==> src/hdl/sbc_pkg.sv <==
/*
 * sbc_pkg: shared constants and types for the sdram bank command logic.
 * assumes a single 40 MHz clock; times are in ns, counts derived here.
 */
package sbc_pkg;

	localparam int NUM_BANKS  = 4;
	localparam int BANK_W     = 2;
	localparam int BANK_ST_W  = 3;
	localparam int CLK_MHZ    = 40;

	// timing figures, plain defaults
	localparam int T_RCD_NS   = 20;
	localparam int T_RP_NS    = 20;
	localparam int T_RFC_NS   = 66;
	localparam int T_XSR_NS   = 75;
	localparam int T_MRD_CYC  = 2;
	localparam int READ_LAT   = 3;
	localparam int BURST_LEN  = 4;

	// least time: round up, never below one cycle
	function automatic int cyc_min(input int ns);
		int c;
		c = (ns * CLK_MHZ + 999) / 1000;
		return (c < 1) ? 1 : c;
	endfunction : cyc_min

	localparam int ACT_CYC = cyc_min(T_RCD_NS);
	localparam int PRE_CYC = cyc_min(T_RP_NS);
	localparam int RFC_CYC = cyc_min(T_RFC_NS);
	localparam int XSR_CYC = cyc_min(T_XSR_NS);
	localparam int MRD_CYC = T_MRD_CYC;

	typedef enum logic [3:0] {
		CMD_INHIBIT = 4'h0,
		CMD_NOP     = 4'h1,
		CMD_ACTIVE  = 4'h2,
		CMD_READ    = 4'h3,
		CMD_WRITE   = 4'h4,
		CMD_REFRESH = 4'h5,
		CMD_MODE    = 4'h6,
		CMD_PRECH   = 4'h7,
		CMD_BSTOP   = 4'h8
	} sbc_cmd_e;

	// gray along idle-activating-active-read-write-ap-precharging
	typedef enum logic [BANK_ST_W-1:0] {
		BK_IDLE       = 3'h0,
		BK_ACTIVATING = 3'h1,
		BK_ROW_ACTIVE = 3'h3,
		BK_READ       = 3'h2,
		BK_WRITE      = 3'h6,
		BK_READ_AP    = 3'h7,
		BK_WRITE_AP   = 3'h5,
		BK_PRECHARGING = 3'h4
	} sbc_bank_e;

	typedef enum logic [2:0] {
		DEV_RUN       = 3'h0,
		DEV_REFRESH   = 3'h1,
		DEV_MODE_LOAD = 3'h3,
		DEV_PRE_ALL   = 3'h2,
		DEV_SELF_REF  = 3'h6,
		DEV_SR_EXIT   = 3'h7
	} sbc_dev_e;

endpackage : sbc_pkg

==> src/hdl/sbc_cmd_if.sv <==
/*
 * sbc_cmd_if: decoded command from the pin decoder to the state core.
 * assumes both ends sit on the same clock.
 */
`timescale 1ns/1ps
`default_nettype none
interface sbc_cmd_if;
	import sbc_pkg::*;
	sbc_cmd_e              code;
	logic [BANK_W-1:0]     bank;
	logic                  ap;
	logic                  sr_entry;

	modport dec  (output code, output bank, output ap, output sr_entry);
	modport core (input code, input bank, input ap, input sr_entry);
endinterface : sbc_cmd_if
`default_nettype wire

==> src/hdl/sbc_core.sv <==
/*
 * sbc_core: command decode and bank/device state tracking for a four-bank
 * synchronous dram. assumes the controller drives the command pins from
 * logic on i_mclk, so the pins are sampled without synchronisers.
 */
`timescale 1ns/1ps
`default_nettype none
module sbc_core
	import sbc_pkg::*;
#(
	parameter int CNT_W     = 8,
	parameter int ACT_CYCS  = ACT_CYC,
	parameter int PRE_CYCS  = PRE_CYC,
	parameter int RFC_CYCS  = RFC_CYC,
	parameter int MRD_CYCS  = MRD_CYC,
	parameter int XSR_CYCS  = XSR_CYC,
	parameter int BURST     = BURST_LEN,
	parameter int RD_LAT    = READ_LAT
)(
	input  wire logic                        i_mclk,
	input  wire logic                        i_sys_rst,
	input  wire logic                        i_cke,
	input  wire logic                        i_chip_sel_n,
	input  wire logic                        i_row_strobe_n,
	input  wire logic                        i_col_strobe_n,
	input  wire logic                        i_write_strobe_n,
	input  wire logic                        i_auto_precharge_addr_bit,
	input  wire logic                        i_bank_select_lo,
	input  wire logic                        i_bank_select_hi,
	output logic [NUM_BANKS*BANK_ST_W-1:0]   o_bank_state,
	output logic [2:0]                       o_dev_state,
	output logic                             o_all_idle,
	output logic                             o_cmd_taken,
	output logic [3:0]                       o_cmd_code,
	output logic [BANK_W-1:0]                o_cmd_bank,
	output logic                             o_cmd_ap,
	output logic                             o_cmd_illegal,
	output logic                             o_burst_active,
	output logic [BANK_W-1:0]                o_burst_bank,
	output logic                             o_rdq_valid,
	output logic [BANK_W-1:0]                o_rdq_bank,
	output logic                             o_wr_take
);

	////////////////////////////////////////////////////////////////////////
	// elaboration checks

	localparam int CNT_MAX = (1 << CNT_W) - 1;

	if (CNT_W < 2 || CNT_W > 16)
		$error("sbc_core: CNT_W out of range");
	if (ACT_CYCS < 1 || PRE_CYCS < 1 || RFC_CYCS < 1 ||
		MRD_CYCS < 1 || XSR_CYCS < 1)
		$error("sbc_core: delays must be at least one cycle");
	if (ACT_CYCS > CNT_MAX || PRE_CYCS > CNT_MAX || RFC_CYCS > CNT_MAX ||
		MRD_CYCS > CNT_MAX || XSR_CYCS > CNT_MAX || BURST > CNT_MAX)
		$error("sbc_core: counter too narrow for a delay");
	if (BURST < 1 || RD_LAT < 1)
		$error("sbc_core: burst length and read latency must be >= 1");

	localparam logic [CNT_W-1:0] ACT_LOAD = CNT_W'(ACT_CYCS - 1);
	localparam logic [CNT_W-1:0] PRE_LOAD = CNT_W'(PRE_CYCS - 1);
	localparam logic [CNT_W-1:0] RFC_LOAD = CNT_W'(RFC_CYCS - 1);
	localparam logic [CNT_W-1:0] MRD_LOAD = CNT_W'(MRD_CYCS - 1);
	localparam logic [CNT_W-1:0] XSR_LOAD = CNT_W'(XSR_CYCS - 1);
	localparam logic [CNT_W-1:0] BST_LOAD = CNT_W'(BURST - 1);

	////////////////////////////////////////////////////////////////////////
	// pin decode

	sbc_cmd_if cmd ();

	logic      cke_prev;
	sbc_dev_e  dev_state;
	wire logic sr_hold;

	// clock enable comes from controller logic on this clock
	always_ff @(posedge i_mclk)
	begin
		if (i_sys_rst)
			cke_prev <= 1'b1;
		else
			cke_prev <= i_cke;
	end

	assign sr_hold = (dev_state == DEV_SELF_REF) ||
		(dev_state == DEV_SR_EXIT);

	sbc_cmd_decode u_decode (
		.i_chip_sel_n              (i_chip_sel_n),
		.i_row_strobe_n            (i_row_strobe_n),
		.i_col_strobe_n            (i_col_strobe_n),
		.i_write_strobe_n          (i_write_strobe_n),
		.i_auto_precharge_addr_bit (i_auto_precharge_addr_bit),
		.i_bank_select_lo          (i_bank_select_lo),
		.i_bank_select_hi          (i_bank_select_hi),
		.i_cke                     (i_cke),
		.i_cke_prev                (cke_prev),
		.i_sr_hold                 (sr_hold),
		.cmd                       (cmd.dec)
	);

	////////////////////////////////////////////////////////////////////////
	// command class and bank view

	sbc_bank_e            bank_st [NUM_BANKS];
	logic [NUM_BANKS-1:0] idle_vec;
	logic [NUM_BANKS-1:0] preok_vec;
	logic [CNT_W-1:0]     burst_left;
	logic                 burst_wr;
	logic [BANK_W-1:0]    burst_bank;

	wire logic      is_act;
	wire logic      is_rd;
	wire logic      is_wr;
	wire logic      is_rdwr;
	wire logic      is_ref;
	wire logic      is_mode;
	wire logic      is_pre;
	wire logic      is_bst;
	wire logic      is_exec;
	wire sbc_bank_e tgt_st;
	wire sbc_bank_e bst_st;
	wire logic      tgt_open;
	wire logic      all_idle;
	wire logic      all_preok;
	wire logic      dev_free;
	wire logic      burst_active;

	assign is_act  = (cmd.code == CMD_ACTIVE);
	assign is_rd   = (cmd.code == CMD_READ);
	assign is_wr   = (cmd.code == CMD_WRITE);
	assign is_rdwr = is_rd | is_wr;
	assign is_ref  = (cmd.code == CMD_REFRESH);
	assign is_mode = (cmd.code == CMD_MODE);
	assign is_pre  = (cmd.code == CMD_PRECH);
	assign is_bst  = (cmd.code == CMD_BSTOP);
	// inhibit and nop never count as commands
	assign is_exec = (cmd.code != CMD_INHIBIT) && (cmd.code != CMD_NOP);

	// for activate, read, write and single-bank precharge only the target bank's own state matters
	assign tgt_st   = bank_st[cmd.bank];
	assign tgt_open = (tgt_st == BK_ROW_ACTIVE) ||
		(tgt_st == BK_READ) || (tgt_st == BK_WRITE);
	assign bst_st   = bank_st[burst_bank];
	assign all_idle  = &idle_vec;
	assign all_preok = &preok_vec;
	assign dev_free  = (dev_state == DEV_RUN);
	assign burst_active = (burst_left != '0);

	////////////////////////////////////////////////////////////////////////
	// legality: anything not listed here is ignored and flagged

	wire logic legal;
	wire logic take;
	wire logic illegal;
	wire logic pre_all;

	assign pre_all = is_pre & cmd.ap;
	assign legal =
		(is_act  & (tgt_st == BK_IDLE)) |
		(is_rdwr & tgt_open) |
		(is_pre  & ~cmd.ap & (tgt_open | (tgt_st == BK_IDLE))) |
		(pre_all & all_preok) |
		((is_ref | is_mode) & all_idle) |
		(is_bst  & burst_active &
			((bst_st == BK_READ) || (bst_st == BK_WRITE)));
	assign take    = is_exec & dev_free & legal;
	assign illegal = is_exec & ~take;

	////////////////////////////////////////////////////////////////////////
	// burst engine: one burst owns the data bus at a time

	wire logic burst_cut;
	wire logic burst_last;
	wire logic beat_old;
	wire logic rd_beat;
	logic [CNT_W-1:0] next_burst_left;

	// a new access, a stop or a precharge of its bank ends the old burst
	assign burst_cut = burst_active & take &
		(is_rdwr | is_bst |
		 (is_pre & (cmd.ap | (cmd.bank == burst_bank))));
	assign burst_last = burst_active & ~burst_cut & (burst_left == 1);
	assign beat_old   = burst_active & ~burst_cut;

	always_comb
	begin
		next_burst_left = burst_left;
		if (take & is_rdwr)
			next_burst_left = BST_LOAD;
		else if (burst_cut)
			next_burst_left = '0;
		else if (burst_active)
			next_burst_left = burst_left - 1'b1;
	end

	always_ff @(posedge i_mclk)
	begin
		if (i_sys_rst)
		begin
			burst_left <= '0;
			burst_wr   <= 1'b0;
			burst_bank <= '0;
		end
		else
		begin
			burst_left <= next_burst_left;
			if (take & is_rdwr)
			begin
				burst_wr   <= is_wr;
				burst_bank <= cmd.bank;
			end
		end
	end

	// interrupted write loses the beat of the interrupting edge
	assign rd_beat = (take & is_rd) | (beat_old & ~burst_wr);

	always_ff @(posedge i_mclk)
	begin
		if (i_sys_rst)
			o_wr_take <= 1'b0;
		else
			o_wr_take <= (take & is_wr) | (beat_old & burst_wr);
	end

	////////////////////////////////////////////////////////////////////////
	// read data ownership, delayed by the read latency

	logic              rdq_v [RD_LAT];
	logic [BANK_W-1:0] rdq_b [RD_LAT];
	wire  [BANK_W-1:0] rd_bank;

	assign rd_bank = (take & is_rd) ? cmd.bank : burst_bank;

	for (genvar s = 0; s < RD_LAT; s++)
	begin : g_rdq
		// stage 0 has no predecessor; keep the index in range
		localparam int PREV = (s == 0) ? 0 : s - 1;
		always_ff @(posedge i_mclk)
		begin
			if (i_sys_rst)
			begin
				rdq_v[s] <= 1'b0;
				rdq_b[s] <= '0;
			end
			else if (s == 0)
			begin
				rdq_v[s] <= rd_beat;
				rdq_b[s] <= rd_bank;
			end
			else
			begin
				rdq_v[s] <= rdq_v[PREV];
				rdq_b[s] <= rdq_b[PREV];
			end
		end
	end

	assign o_rdq_valid = rdq_v[RD_LAT-1];
	assign o_rdq_bank  = rdq_b[RD_LAT-1];

	////////////////////////////////////////////////////////////////////////
	// banks

	for (genvar b = 0; b < NUM_BANKS; b++)
	begin : g_bank
		wire logic hit;
		wire logic bend;

		assign hit  = (cmd.bank == BANK_W'(b));
		// auto-precharge bank starts precharge when its burst ends
		assign bend = burst_active && (burst_bank == BANK_W'(b)) &&
			(burst_last || burst_cut);

		sbc_bank #(
			.CNT_W    (CNT_W),
			.ACT_LOAD (ACT_LOAD),
			.PRE_LOAD (PRE_LOAD)
		) u_bank (
			.i_mclk      (i_mclk),
			.i_sys_rst   (i_sys_rst),
			.i_act       (take & is_act & hit),
			.i_rdwr      (take & is_rdwr & hit),
			.i_wr        (is_wr),
			.i_ap        (cmd.ap),
			.i_pre       (take & is_pre & (cmd.ap | hit)),
			.i_burst_end (bend),
			.o_state     (bank_st[b])
		);

		assign idle_vec[b]  = (bank_st[b] == BK_IDLE);
		assign preok_vec[b] = (bank_st[b] == BK_IDLE) ||
			(bank_st[b] == BK_ROW_ACTIVE) ||
			(bank_st[b] == BK_READ) || (bank_st[b] == BK_WRITE);
		assign o_bank_state[b*BANK_ST_W +: BANK_ST_W] = bank_st[b];
	end

	////////////////////////////////////////////////////////////////////////
	// device-wide waits, one shared counter

	logic [CNT_W-1:0] dev_cnt;
	sbc_dev_e         next_dev;
	logic [CNT_W-1:0] next_dev_cnt;
	wire logic        dev_done;

	assign dev_done = (dev_cnt == '0);

	always_comb
	begin
		next_dev     = dev_state;
		next_dev_cnt = dev_done ? dev_cnt : dev_cnt - 1'b1;
		unique case (dev_state)
			DEV_RUN:
			begin
				if (cmd.sr_entry && all_idle)
					next_dev = DEV_SELF_REF;
				else if (take & is_ref)
				begin
					next_dev     = DEV_REFRESH;
					next_dev_cnt = RFC_LOAD;
				end
				else if (take & is_mode)
				begin
					next_dev     = DEV_MODE_LOAD;
					next_dev_cnt = MRD_LOAD;
				end
				else if (take & pre_all)
				begin
					next_dev     = DEV_PRE_ALL;
					next_dev_cnt = PRE_LOAD;
				end
			end
			DEV_REFRESH, DEV_MODE_LOAD, DEV_PRE_ALL:
				if (dev_done)
					next_dev = DEV_RUN;
			DEV_SELF_REF:
				if (i_cke)
				begin
					next_dev     = DEV_SR_EXIT;
					next_dev_cnt = XSR_LOAD;
				end
			DEV_SR_EXIT:
				if (dev_done)
					next_dev = DEV_RUN;
			default:
				next_dev = DEV_RUN;
		endcase
	end

	always_ff @(posedge i_mclk)
	begin
		if (i_sys_rst)
		begin
			dev_state <= DEV_RUN;
			dev_cnt   <= '0;
		end
		else
		begin
			dev_state <= next_dev;
			dev_cnt   <= next_dev_cnt;
		end
	end

	////////////////////////////////////////////////////////////////////////
	// registered status

	always_ff @(posedge i_mclk)
	begin
		if (i_sys_rst)
		begin
			o_cmd_taken    <= 1'b0;
			o_cmd_code     <= CMD_INHIBIT;
			o_cmd_bank     <= '0;
			o_cmd_ap       <= 1'b0;
			o_cmd_illegal  <= 1'b0;
			o_all_idle     <= 1'b1;
			o_burst_active <= 1'b0;
			o_burst_bank   <= '0;
		end
		else
		begin
			o_cmd_taken    <= take;
			o_cmd_code     <= cmd.code;
			o_cmd_bank     <= cmd.bank;
			o_cmd_ap       <= cmd.ap;
			o_cmd_illegal  <= illegal;
			o_all_idle     <= (next_dev == DEV_RUN) && all_idle;
			o_burst_active <= (next_burst_left != '0);
			o_burst_bank   <= (take & is_rdwr) ? cmd.bank : burst_bank;
		end
	end

	assign o_dev_state = dev_state;

endmodule : sbc_core
`default_nettype wire

==> src/hdl/sbc_cmd_decode.sv <==
/*
 * sbc_cmd_decode: turns sampled command pin levels into a command code.
 * assumes pins come from controller logic on the same clock.
 */
`timescale 1ns/1ps
`default_nettype none
module sbc_cmd_decode
	import sbc_pkg::*;
(
	input  wire logic  i_chip_sel_n,
	input  wire logic  i_row_strobe_n,
	input  wire logic  i_col_strobe_n,
	input  wire logic  i_write_strobe_n,
	input  wire logic  i_auto_precharge_addr_bit,
	input  wire logic  i_bank_select_lo,
	input  wire logic  i_bank_select_hi,
	input  wire logic  i_cke,
	input  wire logic  i_cke_prev,
	input  wire logic  i_sr_hold,
	sbc_cmd_if.dec     cmd
);

	wire logic [2:0] strobes;
	wire sbc_cmd_e   raw;
	wire logic       gate;

	assign strobes = {i_row_strobe_n, i_col_strobe_n, i_write_strobe_n};
	assign raw = i_chip_sel_n ? CMD_INHIBIT :
		(strobes == 3'h7) ? CMD_NOP :
		(strobes == 3'h3) ? CMD_ACTIVE :
		(strobes == 3'h5) ? CMD_READ :
		(strobes == 3'h4) ? CMD_WRITE :
		(strobes == 3'h1) ? CMD_REFRESH :
		(strobes == 3'h0) ? CMD_MODE :
		(strobes == 3'h2) ? CMD_PRECH : CMD_BSTOP;

	// decode only with clock enable held and no exit wait pending
	assign gate = i_cke_prev & i_cke & ~i_sr_hold;
	assign cmd.code = gate ? raw : CMD_INHIBIT;
	assign cmd.bank = {i_bank_select_hi, i_bank_select_lo};
	assign cmd.ap = i_auto_precharge_addr_bit;
	assign cmd.sr_entry = i_cke_prev & ~i_cke & (raw == CMD_REFRESH);

endmodule : sbc_cmd_decode
`default_nettype wire

==> src/hdl/sbc_bank.sv <==
/*
 * sbc_bank: state and timing of one bank.
 * assumes the core only sends commands legal for this bank's state.
 */
`timescale 1ns/1ps
`default_nettype none
module sbc_bank
	import sbc_pkg::*;
#(
	parameter int               CNT_W    = 8,
	parameter logic [CNT_W-1:0] ACT_LOAD = '0,
	parameter logic [CNT_W-1:0] PRE_LOAD = '0
)(
	input  wire logic       i_mclk,
	input  wire logic       i_sys_rst,
	input  wire logic       i_act,
	input  wire logic       i_rdwr,
	input  wire logic       i_wr,
	input  wire logic       i_ap,
	input  wire logic       i_pre,
	input  wire logic       i_burst_end,
	output var  sbc_bank_e  o_state
);

	logic [CNT_W-1:0] cnt;
	logic             ap_pc;
	sbc_bank_e        next_state;
	logic [CNT_W-1:0] next_cnt;
	logic             next_ap_pc;
	wire logic        cnt_done;

	assign cnt_done = (cnt == '0);

	always_ff @(posedge i_mclk)
	begin
		if (i_sys_rst)
		begin
			o_state <= BK_IDLE;
			cnt     <= '0;
			ap_pc   <= 1'b0;
		end
		else
		begin
			o_state <= next_state;
			cnt     <= next_cnt;
			ap_pc   <= next_ap_pc;
		end
	end

	always_comb
	begin
		next_state = o_state;
		next_cnt   = cnt_done ? cnt : cnt - 1'b1;
		next_ap_pc = ap_pc;
		unique case (o_state)
			BK_IDLE:
			begin
				// precharge to an idle bank changes nothing
				if (i_act)
				begin
					next_state = BK_ACTIVATING;
					next_cnt   = ACT_LOAD;
				end
			end
			BK_ACTIVATING:
				if (cnt_done)
					next_state = BK_ROW_ACTIVE;
			BK_ROW_ACTIVE, BK_READ, BK_WRITE:
			begin
				if (i_pre)
				begin
					next_state = BK_PRECHARGING;
					next_cnt   = PRE_LOAD;
				end
				else if (i_rdwr)
				begin
					next_ap_pc = 1'b0;
					if (i_ap)
						next_state = i_wr ? BK_WRITE_AP : BK_READ_AP;
					else
						next_state = i_wr ? BK_WRITE : BK_READ;
				end
				else if (i_burst_end && o_state != BK_ROW_ACTIVE)
					next_state = BK_ROW_ACTIVE;
			end
			BK_READ_AP, BK_WRITE_AP:
			begin
				// precharge time runs from the end of the burst
				if (ap_pc && cnt_done)
				begin
					next_state = BK_IDLE;
					next_ap_pc = 1'b0;
				end
				else if (!ap_pc && i_burst_end)
				begin
					next_ap_pc = 1'b1;
					next_cnt   = PRE_LOAD;
				end
			end
			BK_PRECHARGING:
				if (cnt_done)
					next_state = BK_IDLE;
		endcase
	end

endmodule : sbc_bank
`default_nettype wire

==> config.mk <==
export PLATFORM = sky130hd
export DESIGN_NAME = sbc_core
export DESIGN_NICKNAME = d
export VERILOG_FILES = /design/src/hdl/sbc_pkg.sv /design/src/hdl/sbc_cmd_if.sv /design/src/hdl/sbc_core.sv /design/src/hdl/sbc_cmd_decode.sv /design/src/hdl/sbc_bank.sv
export SDC_FILE = /design/constraint.sdc
export NUM_CORES = 1
export LEC_CHECK = 0
export BUFFER_PORTS_ARGS = -buffer_cell sky130_fd_sc_hd__buf_4
export CORE_AREA = 2 2 97 99
export CTS_CLUSTER_DIAMETER = 100
export DETAILED_ROUTE_END_ITERATION = 10
export DIE_AREA = 0 0 99 101
export PLACE_DENSITY = 0.77
export REMOVE_ABC_BUFFERS = 1
export SKIP_CTS_REPAIR_TIMING = 1
export SLEW_MARGIN = 10
export SYNTH_ARGS = -nofsm -noshare
export SYNTH_HDL_FRONTEND = slang
export SYNTH_SLANG_ARGS = --single-unit
==> constraint.sdc <==
create_clock -name i_mclk -period 3.8 [get_ports i_mclk]
set_input_delay 0.19 -clock i_mclk [delete_from_list [all_inputs] [get_ports i_mclk]]
set_output_delay 0.19 -clock i_mclk [all_outputs]
set_load 0.03 [all_outputs]
# After elaboration in Yosys (flattened, before gate mapping)
# Memories as Yosys holds them, arrays and structs flattened.
# Cells that the tools add are included.
classes:
  addsub: 6
  order_cmp: 2
  n_eq_ne: 97
  mux: 121
  bitwise: 74
  reduce_logical: 85
op_table:
  columns: ["op", "count"]
  rows:
  - ["$mux 8", 29]
  - ["$mux 3", 40]
  - ["$pmux 8 s3", 4]
  - ["$eq 3x3->1 const B", 23]
  - ["$pmux 3 s5", 4]
  - ["$sub 8x1->8 const B", 6]
  - ["$eq 3x2->1 const B", 15]
  - ["$and 1x1->1", 43]
  - ["$logic_not 8->1", 5]
  - ["$ne 2x1->1 const B", 20]
  - ["$mux 4", 9]
  - ["$logic_not 3->1", 8]
  - ["$reduce_and 4->1", 6]
  - ["$logic_and 1x1->1", 23]
  - ["$or 1x1->1", 23]
  - ["$mux 1", 22]
  - ["$eq 4x3->1 const B", 5]
  - ["$ne 4x1->1 const B", 5]
  - ["$reduce_and 5->1", 4]
  - ["$eq 3x1->1 const B", 6]
  - ["$logic_or 1x1->1", 17]
  - ["$pmux 8 s2", 1]
  - ["$reduce_bool 8->1", 2]
  - ["$bmux 3 s2", 2]
  - ["other kinds (22)", 63]
totals:
  regBits: 83
  ramBits: 9
  in_bits: 10
  output_inout_bits: 32
  wordCells: 413
  memories: 2
memory_table:
  columns: ["name", "depth", "width", "read_ports", "rd_ports_with_merged_regs", "wr", "line", "source"]
  rows:
  - ["rdq_b", 3, 2, 3, 0, 3, "sbc_core.sv:232", "logic [BANK_W-1:0] rdq_b [RD_LAT];"]
  - ["rdq_v", 3, 1, 3, 0, 3, "sbc_core.sv:231", "logic rdq_v [RD_LAT];"]

# Logic depth before layout (Yosys ltp)
logic_depth:
  depth_word: 31
  ltp_mapped: 11
  ltp_nobuf: 9

# By module
# From an unflattened synthesis, not the netlist that was laid out.
hier_totals:
  hier_cells: 644
  area_unflattened_um2: 5436.5
by_module_without_submodules:
  columns: ["mod", "n_inst", "cells_per_inst", "area_per_inst_um2", "seq_area_each_um2"]
  rows:
  - ["sbc_core", 1, 299, 2383.5, 880.8]
  - ["sbc_bank (g_bank[0].u_bank ...)", 3, 82, 735.7, 240.2]
  - ["sbc_bank (g_bank[3].u_bank)", 1, 83, 726.9, 240.2]
  - ["sbc_cmd_decode", 1, 16, 118.9, 0.0]

# Worst setup path before layout
# OpenSTA, ideal clock, no wires.
synth_timing:
  path_kind: "flip-flop to flip-flop"
  startpoint: "register g_bank[0].u_bank.o_state[2]"
  endpoint: "register g_bank[3].u_bank.o_state[1]"
  setup_ns: 0.117
  arrival_ns: 2.896
  t_required_ns: 3.683
  setup_slack_ns: 0.787
  path_stages_with_launch: 11
  n_path_buf: 2
  synth_period_minus_slack_ns: 3.013
  path_cell_list: "dfxtp_1 buf_6 mux4_2 or3_4 a211oi_4 nor4_2 a21oi_2 buf_4 o21ai_1 a311o_1 a32o_1"
synth_via:
  elab_chain_cells: 23
  word_cells_on_any_way: 57
  cone_classes: "eq/ne (10); mux (9); bitwise (24); reduce/logical (14)"
synth_lines:
  columns: ["element", "line", "source"]
  rows:
  - ["start, declared", "sbc_bank.sv:22", "output var sbc_bank_e o_state"]
  - ["start signal, assigned", "sbc_bank.sv:44", "o_state <= next_state;"]
  - ["$bmux 3 s2", "sbc_core.sv:142", "assign tgt_st = bank_st[cmd.bank];"]
  - ["$mux 3 (implied by the code) (2 in series)", "sbc_core.sv:142", null]
  - ["$eq 3x2->1, on equally long branches", "sbc_core.sv:143, sbc_core.sv:144", null]
  - ["$logic_or 1x1->1", "sbc_core.sv:143", "assign tgt_open = (tgt_st == BK_ROW_ACTIVE) ||"]
  - ["$logic_or 1x1->1", "sbc_core.sv:144", "(tgt_st == BK_READ) || (tgt_st == BK_WRITE);"]
  - ["$and 1x1->1 or $or 1x1->1 (tied branches)", "sbc_core.sv:162, sbc_core.sv:163", null]
  - ["$or 1x1->1 or $and 1x1->1 (tied branches)", "sbc_core.sv:161, sbc_core.sv:163", null]
  - ["$or 1x1->1", "sbc_core.sv:162", "(is_rdwr & tgt_open) |"]
  - ["[4 not listed]", null, null]
  - ["$and 1x1->1 (2 in series)", "sbc_core.sv:181", "assign burst_cut = burst_active & take &"]
  - ["$not 1->1", "sbc_core.sv:184", "assign burst_last = burst_active & ~burst_cut & (burst_left == 1);"]
  - ["$and 1x1->1 (2 in series)", "sbc_core.sv:184", null]
  - ["$logic_or 1x1->1", "sbc_core.sv:275", "(burst_last || burst_cut);"]
  - ["$logic_and 1x1->1", "sbc_core.sv:274", "assign bend = burst_active && (burst_bank == BANK_W'(b)) &&"]
  - ["$logic_and 1x1->1", "sbc_bank.sv:83", "else if (i_burst_end && o_state != BK_ROW_ACTIVE)"]
  - ["$ne 4x1->1 (no source line)", null, null]
  - ["$reduce_and 5->1 (no source line)", null, null]
  - ["end signal, assigned", "sbc_bank.sv:44", null]
  - ["end, declared", "sbc_bank.sv:22", null]
# Mark *: on every way between the ends. The rest lies on a longest branch, timed or not. The select of a mux whose other input is x is not followed.
# A chain may end at the register's enable or synchronous reset.

# Final worst setup path
layout_timing:
  startpoint: "register g_bank[1].u_bank.o_state[2]"
  endpoint: "register g_bank[1].u_bank.cnt[6]"
layout_via:
  elab_chain_cells: 24
  word_cells_on_any_way: 58
  cone_classes: "eq/ne (10); mux (11); bitwise (22); reduce/logical (15)"
layout_lines:
  columns: ["element", "line", "source"]
  rows:
  - ["start, declared", "sbc_bank.sv:22", null]
  - ["start signal, assigned", "sbc_bank.sv:44", null]
  - ["$bmux 3 s2", "sbc_core.sv:142", null]
  - ["$mux 3 (implied by the code) (2 in series)", "sbc_core.sv:142", null]
  - ["$eq 3x2->1, on equally long branches", "sbc_core.sv:143, sbc_core.sv:144", null]
  - ["$logic_or 1x1->1", "sbc_core.sv:143", null]
  - ["$logic_or 1x1->1", "sbc_core.sv:144", null]
  - ["$and 1x1->1 or $or 1x1->1 (tied branches)", "sbc_core.sv:162, sbc_core.sv:163", null]
  - ["$or 1x1->1 or $and 1x1->1 (tied branches)", "sbc_core.sv:161, sbc_core.sv:163", null]
  - ["$or 1x1->1", "sbc_core.sv:162", null]
  - ["[6 not listed]", null, null]
  - ["$not 1->1", "sbc_core.sv:184", null]
  - ["$and 1x1->1 (2 in series)", "sbc_core.sv:184", null]
  - ["$logic_or 1x1->1", "sbc_core.sv:275", null]
  - ["$logic_and 1x1->1", "sbc_core.sv:274", null]
  - ["$logic_and 1x1->1", "sbc_bank.sv:94", "else if (!ap_pc && i_burst_end)"]
  - ["$mux 8", "sbc_bank.sv:94", null]
  - ["$mux 8", "sbc_bank.sv:89", "if (ap_pc && cnt_done)"]
  - ["$pmux 8 s3 (*)", "sbc_bank.sv:55", "unique case (o_state)"]
  - ["end signal, assigned", "sbc_bank.sv:45", "cnt <= next_cnt;"]
  - ["end, declared", "sbc_bank.sv:25", "logic [CNT_W-1:0] cnt;"]
# Marks and branches as above.

==> reports/results.ini <==
[clock_tree]
cts.sinks = 92
ctsRootBufferMaster = clkbuf_8
clk_pin_slew_ps = 90
clkLatencyLatePin_ps = 370
cts_tree = done
clock_tree.buffer_depth = 2
cts_max_level = 3
cts_buffers = 9

[worst_setup_path]
crit_path_start_kind = flip-flop
r2r_start = g_bank[1].u_bank.o_state[2]
crit_arrival_ps = 3690
cpPeakStageDelay_ps = 610
cp_slowest_cell = a311oi_2
end_kind = flip-flop
regToRegSetupSlack_ps = 330
crit_end = g_bank[1].u_bank.cnt[6]
crit_path_start = g_bank[1].u_bank.o_state[2]
crit_required_ps = 4020
rr_worst_depth = 8
critPathKind = flip-flop to flip-flop
timing.rr.end = g_bank[1].u_bank.cnt[6]
crit_path_max_fanout = 13
cp_cell_sequence = mux4_2 > or3_4 > a211oi_4 > o41ai_4 > a21oi_4 > o2111ai_1 > a311oi_2 > nor4_1

[logic_synthesis]
synth.yosys.seq_area_share = 0.351
synth_top_area_share = 0.351
synthCells = 630
yosys.area.top_type = dfxtp_1
yosysMostFrequentCell = dfxtp_1
yosys-top-cells-area = dfxtp_1, nor2_1, xnor2_1, nand2_1, a21oi_1
async_reset_ff_frac = 0
syn-cell-area_um2 = 5250
syn_area_per_cell_um2 = 8.33
ys.flop_type = dfxtp_1
ys.warnings.count = 0
synth_edf_count = 0
yosys-top-cells-count = dfxtp_1, nor2_1, nand2_1, a21oi_1, inv_1
ys_seq_elements = 92
yosys.cell_types.count = 83

[global_routing]
grt_pass1_wl_um = 20300
grt_pass1_vias = 4433
gr-total-overflow = 0
antenna_found_initial = 0
grt_max_degree = 62
grtUsageTotal = 0.247

[cells_and_area]
layout-drive-gt1-share = 0.145
regArea_um2 = 1840
area_growth_pct = 9.23
fillerInstances = 778
multi_input_area_um2 = 3070
num_antenna_cells = 0
fin_nets = 679

[place]
io_buffers = 41
post-dp-hpwl_um = 8890
finalWeightedCongestion = 0.989
dpl_worst_slack_ps = 397

[die]
dieArea_um2 = 10000
num_rows = 35
dieWidth_um = 99
coreArea_um2 = 8980
start_util = 0.584
die_y_um = 101
ioPinCount = 42

[timing]
rsz0062_at_grt = false
period_share = 0.912
setup_tns_ps = 0
timing.fmax_ghz = 0.288
fin_skew_ps = 13.2
setup_viol = 0
hold_viol_final = 0
fin_ws_ps = 333
maxSlewHeadroom = 0.460
tightest_slew_ps = 799
min_period_ps = 3470
slew_viol_final = 0

[routing]
ant_nets = 0
wl_um = 12500
drc = 0
wl_per_cell_um = 16.1
drtIter0Drc = 367
first_pass_iters = 5
via_per_inst = 6.16
num_vias = 4753

[pwr]
max-vdd-ir-drop_v = 0.000424
p_leak_nw = 2.14
power_density_nw_per_um2 = 700

[status]
status = finished clean

[job]
cap_violations = 0

[min_path]
hold_class = input port to flip-flop

[layout by cell type (no fill, tap or decap), types with 3 or more instances in the layout]
master | netlist | final
a211o_1 | 4 | 4
ha_1 | 13 | 13
nor3_1 | 29 | 29
or2_2 | 4 | 4
o21ai_0 | 19 | 19
a21oi_1 | 35 | 35
mux2i_1 | 5 | 5
mux4_2 | 4 | 4
o211ai_1 | 3 | 3
buf_4 | 6 | 51
nor4_1 | 27 | 27
o31ai_1 | 3 | 3
or3_1 | 12 | 12
a311oi_1 | 5 | 5
xor2_1 | 15 | 15
nor4_2 | 3 | 3
xnor2_1 | 26 | 26
nand3b_1 | 4 | 4
inv_1 | 30 | 30
nand2b_1 | 11 | 11
a21oi_2 | 3 | 3
o2111ai_1 | 4 | 4
a211oi_1 | 3 | 3
nand2_1 | 59 | 59
o21bai_1 | 3 | 3
nand4_1 | 3 | 3
nor2b_1 | 13 | 13
o21ai_1 | 6 | 6
nand3_1 | 17 | 17
nor2_1 | 68 | 68
clkbuf_8 | 0 | 10
or4_1 | 5 | 5
a31oi_1 | 7 | 7
dfxtp_1 | 92 | 92
clkinvlp_4 | 0 | 3
[how the worst min path moves through the flow]
stage | start | to | slack (ps) | cells past startpoint
after global routing | i_cke | cke_prev | 70 | 2
final | i_cke | cke_prev | 60 | 2
after CTS | i_cke | cke_prev | 50 | 2
after floorplan | i_sys_rst | o_cmd_ap | 260 | 1
after global placement | rdq_b[0][0] | rdq_b[1][0] | 420 | 1
after detailed placement | rdq_b[0][1] | rdq_b[1][1] | 420 | 1
[registers in the layout (all words and copies together), names as in the netlist, 2 cells and up]
name / count
g_bank.u_bank.cnt: 32
o_burst_bank: 2
dev_cnt: 8
o_cmd_code: 4
burst_left: 8
rdq_b: 6
o_dev_state: 3
o_cmd_bank: 2
g_bank.u_bank.ap_pc: 4
g_bank.u_bank.o_state: 12
rdq_v: 3
[layer usage]
| metal | GRT usage | share of wire | vias up |
|---|---|---|---|
| met5 | 0 | 0 | - |
| met4 | 0.136 | 0.034 | 0 |
| met3 | 0.0444 | 0.075 | 40 |
| met2 | 0.403 | 0.46 | 188 |
| met1 | 0.311 | 0.43 | 2222 |
| li1 | - | - | 2303 |
[area by class of cell]
type | instances | share of cell area
Clock buffer | 11 | 0.0247
Clock inverter | 5 | 0.00633
Inverter | 32 | 0.0210
Multi-Input combinational cell | 470 | 0.536
Sequential cell | 92 | 0.321
Tap cell | 111 | 0.0242
Timing Repair Buffer | 51 | 0.0668
[power by group]
| group | switching, mW | internal [mW] | total (mW) |
|---|---|---|---|
| logic | 1.09 | 0.828 | 1.92 |
| clock network | 0.343 | 0.257 | 0.600 |
| registers | 0.256 | 1.24 | 1.49 |
[per-stage QoR]
stage          cells  cell area, µm²  total power, mW  utilization  hold slack [ps]
6_report         772            5730             4.01        0.638             59.1
4_1_cts          772            5730             4.02        0.638             50.7
3_3_place_gp     756            5550             3.32        0.619              420
3_5_place_dp     756            5550             3.41        0.619              425
5_1_grt          772            5730             4.33        0.638             67.5
2_1_floorplan    594            5020             2.91            -              257
[cells by family after synthesis]
family,share of synthesized area
compound gates,0.180
xor+xnor,0.0684
fa+ha+maj,0.0348
buf+inv,0.0663
flops,0.351
mux,0.0267
simple gates,0.272
[critical path: cells and delay by family (launching register included)]
family / cells / cell delay, ps
simple gates: 2 / 540
mux: 1 / 570
compound gates: 5 / 1730
flops: 1 / 470
Note: power is estimated with default switching activity, not from simulation.
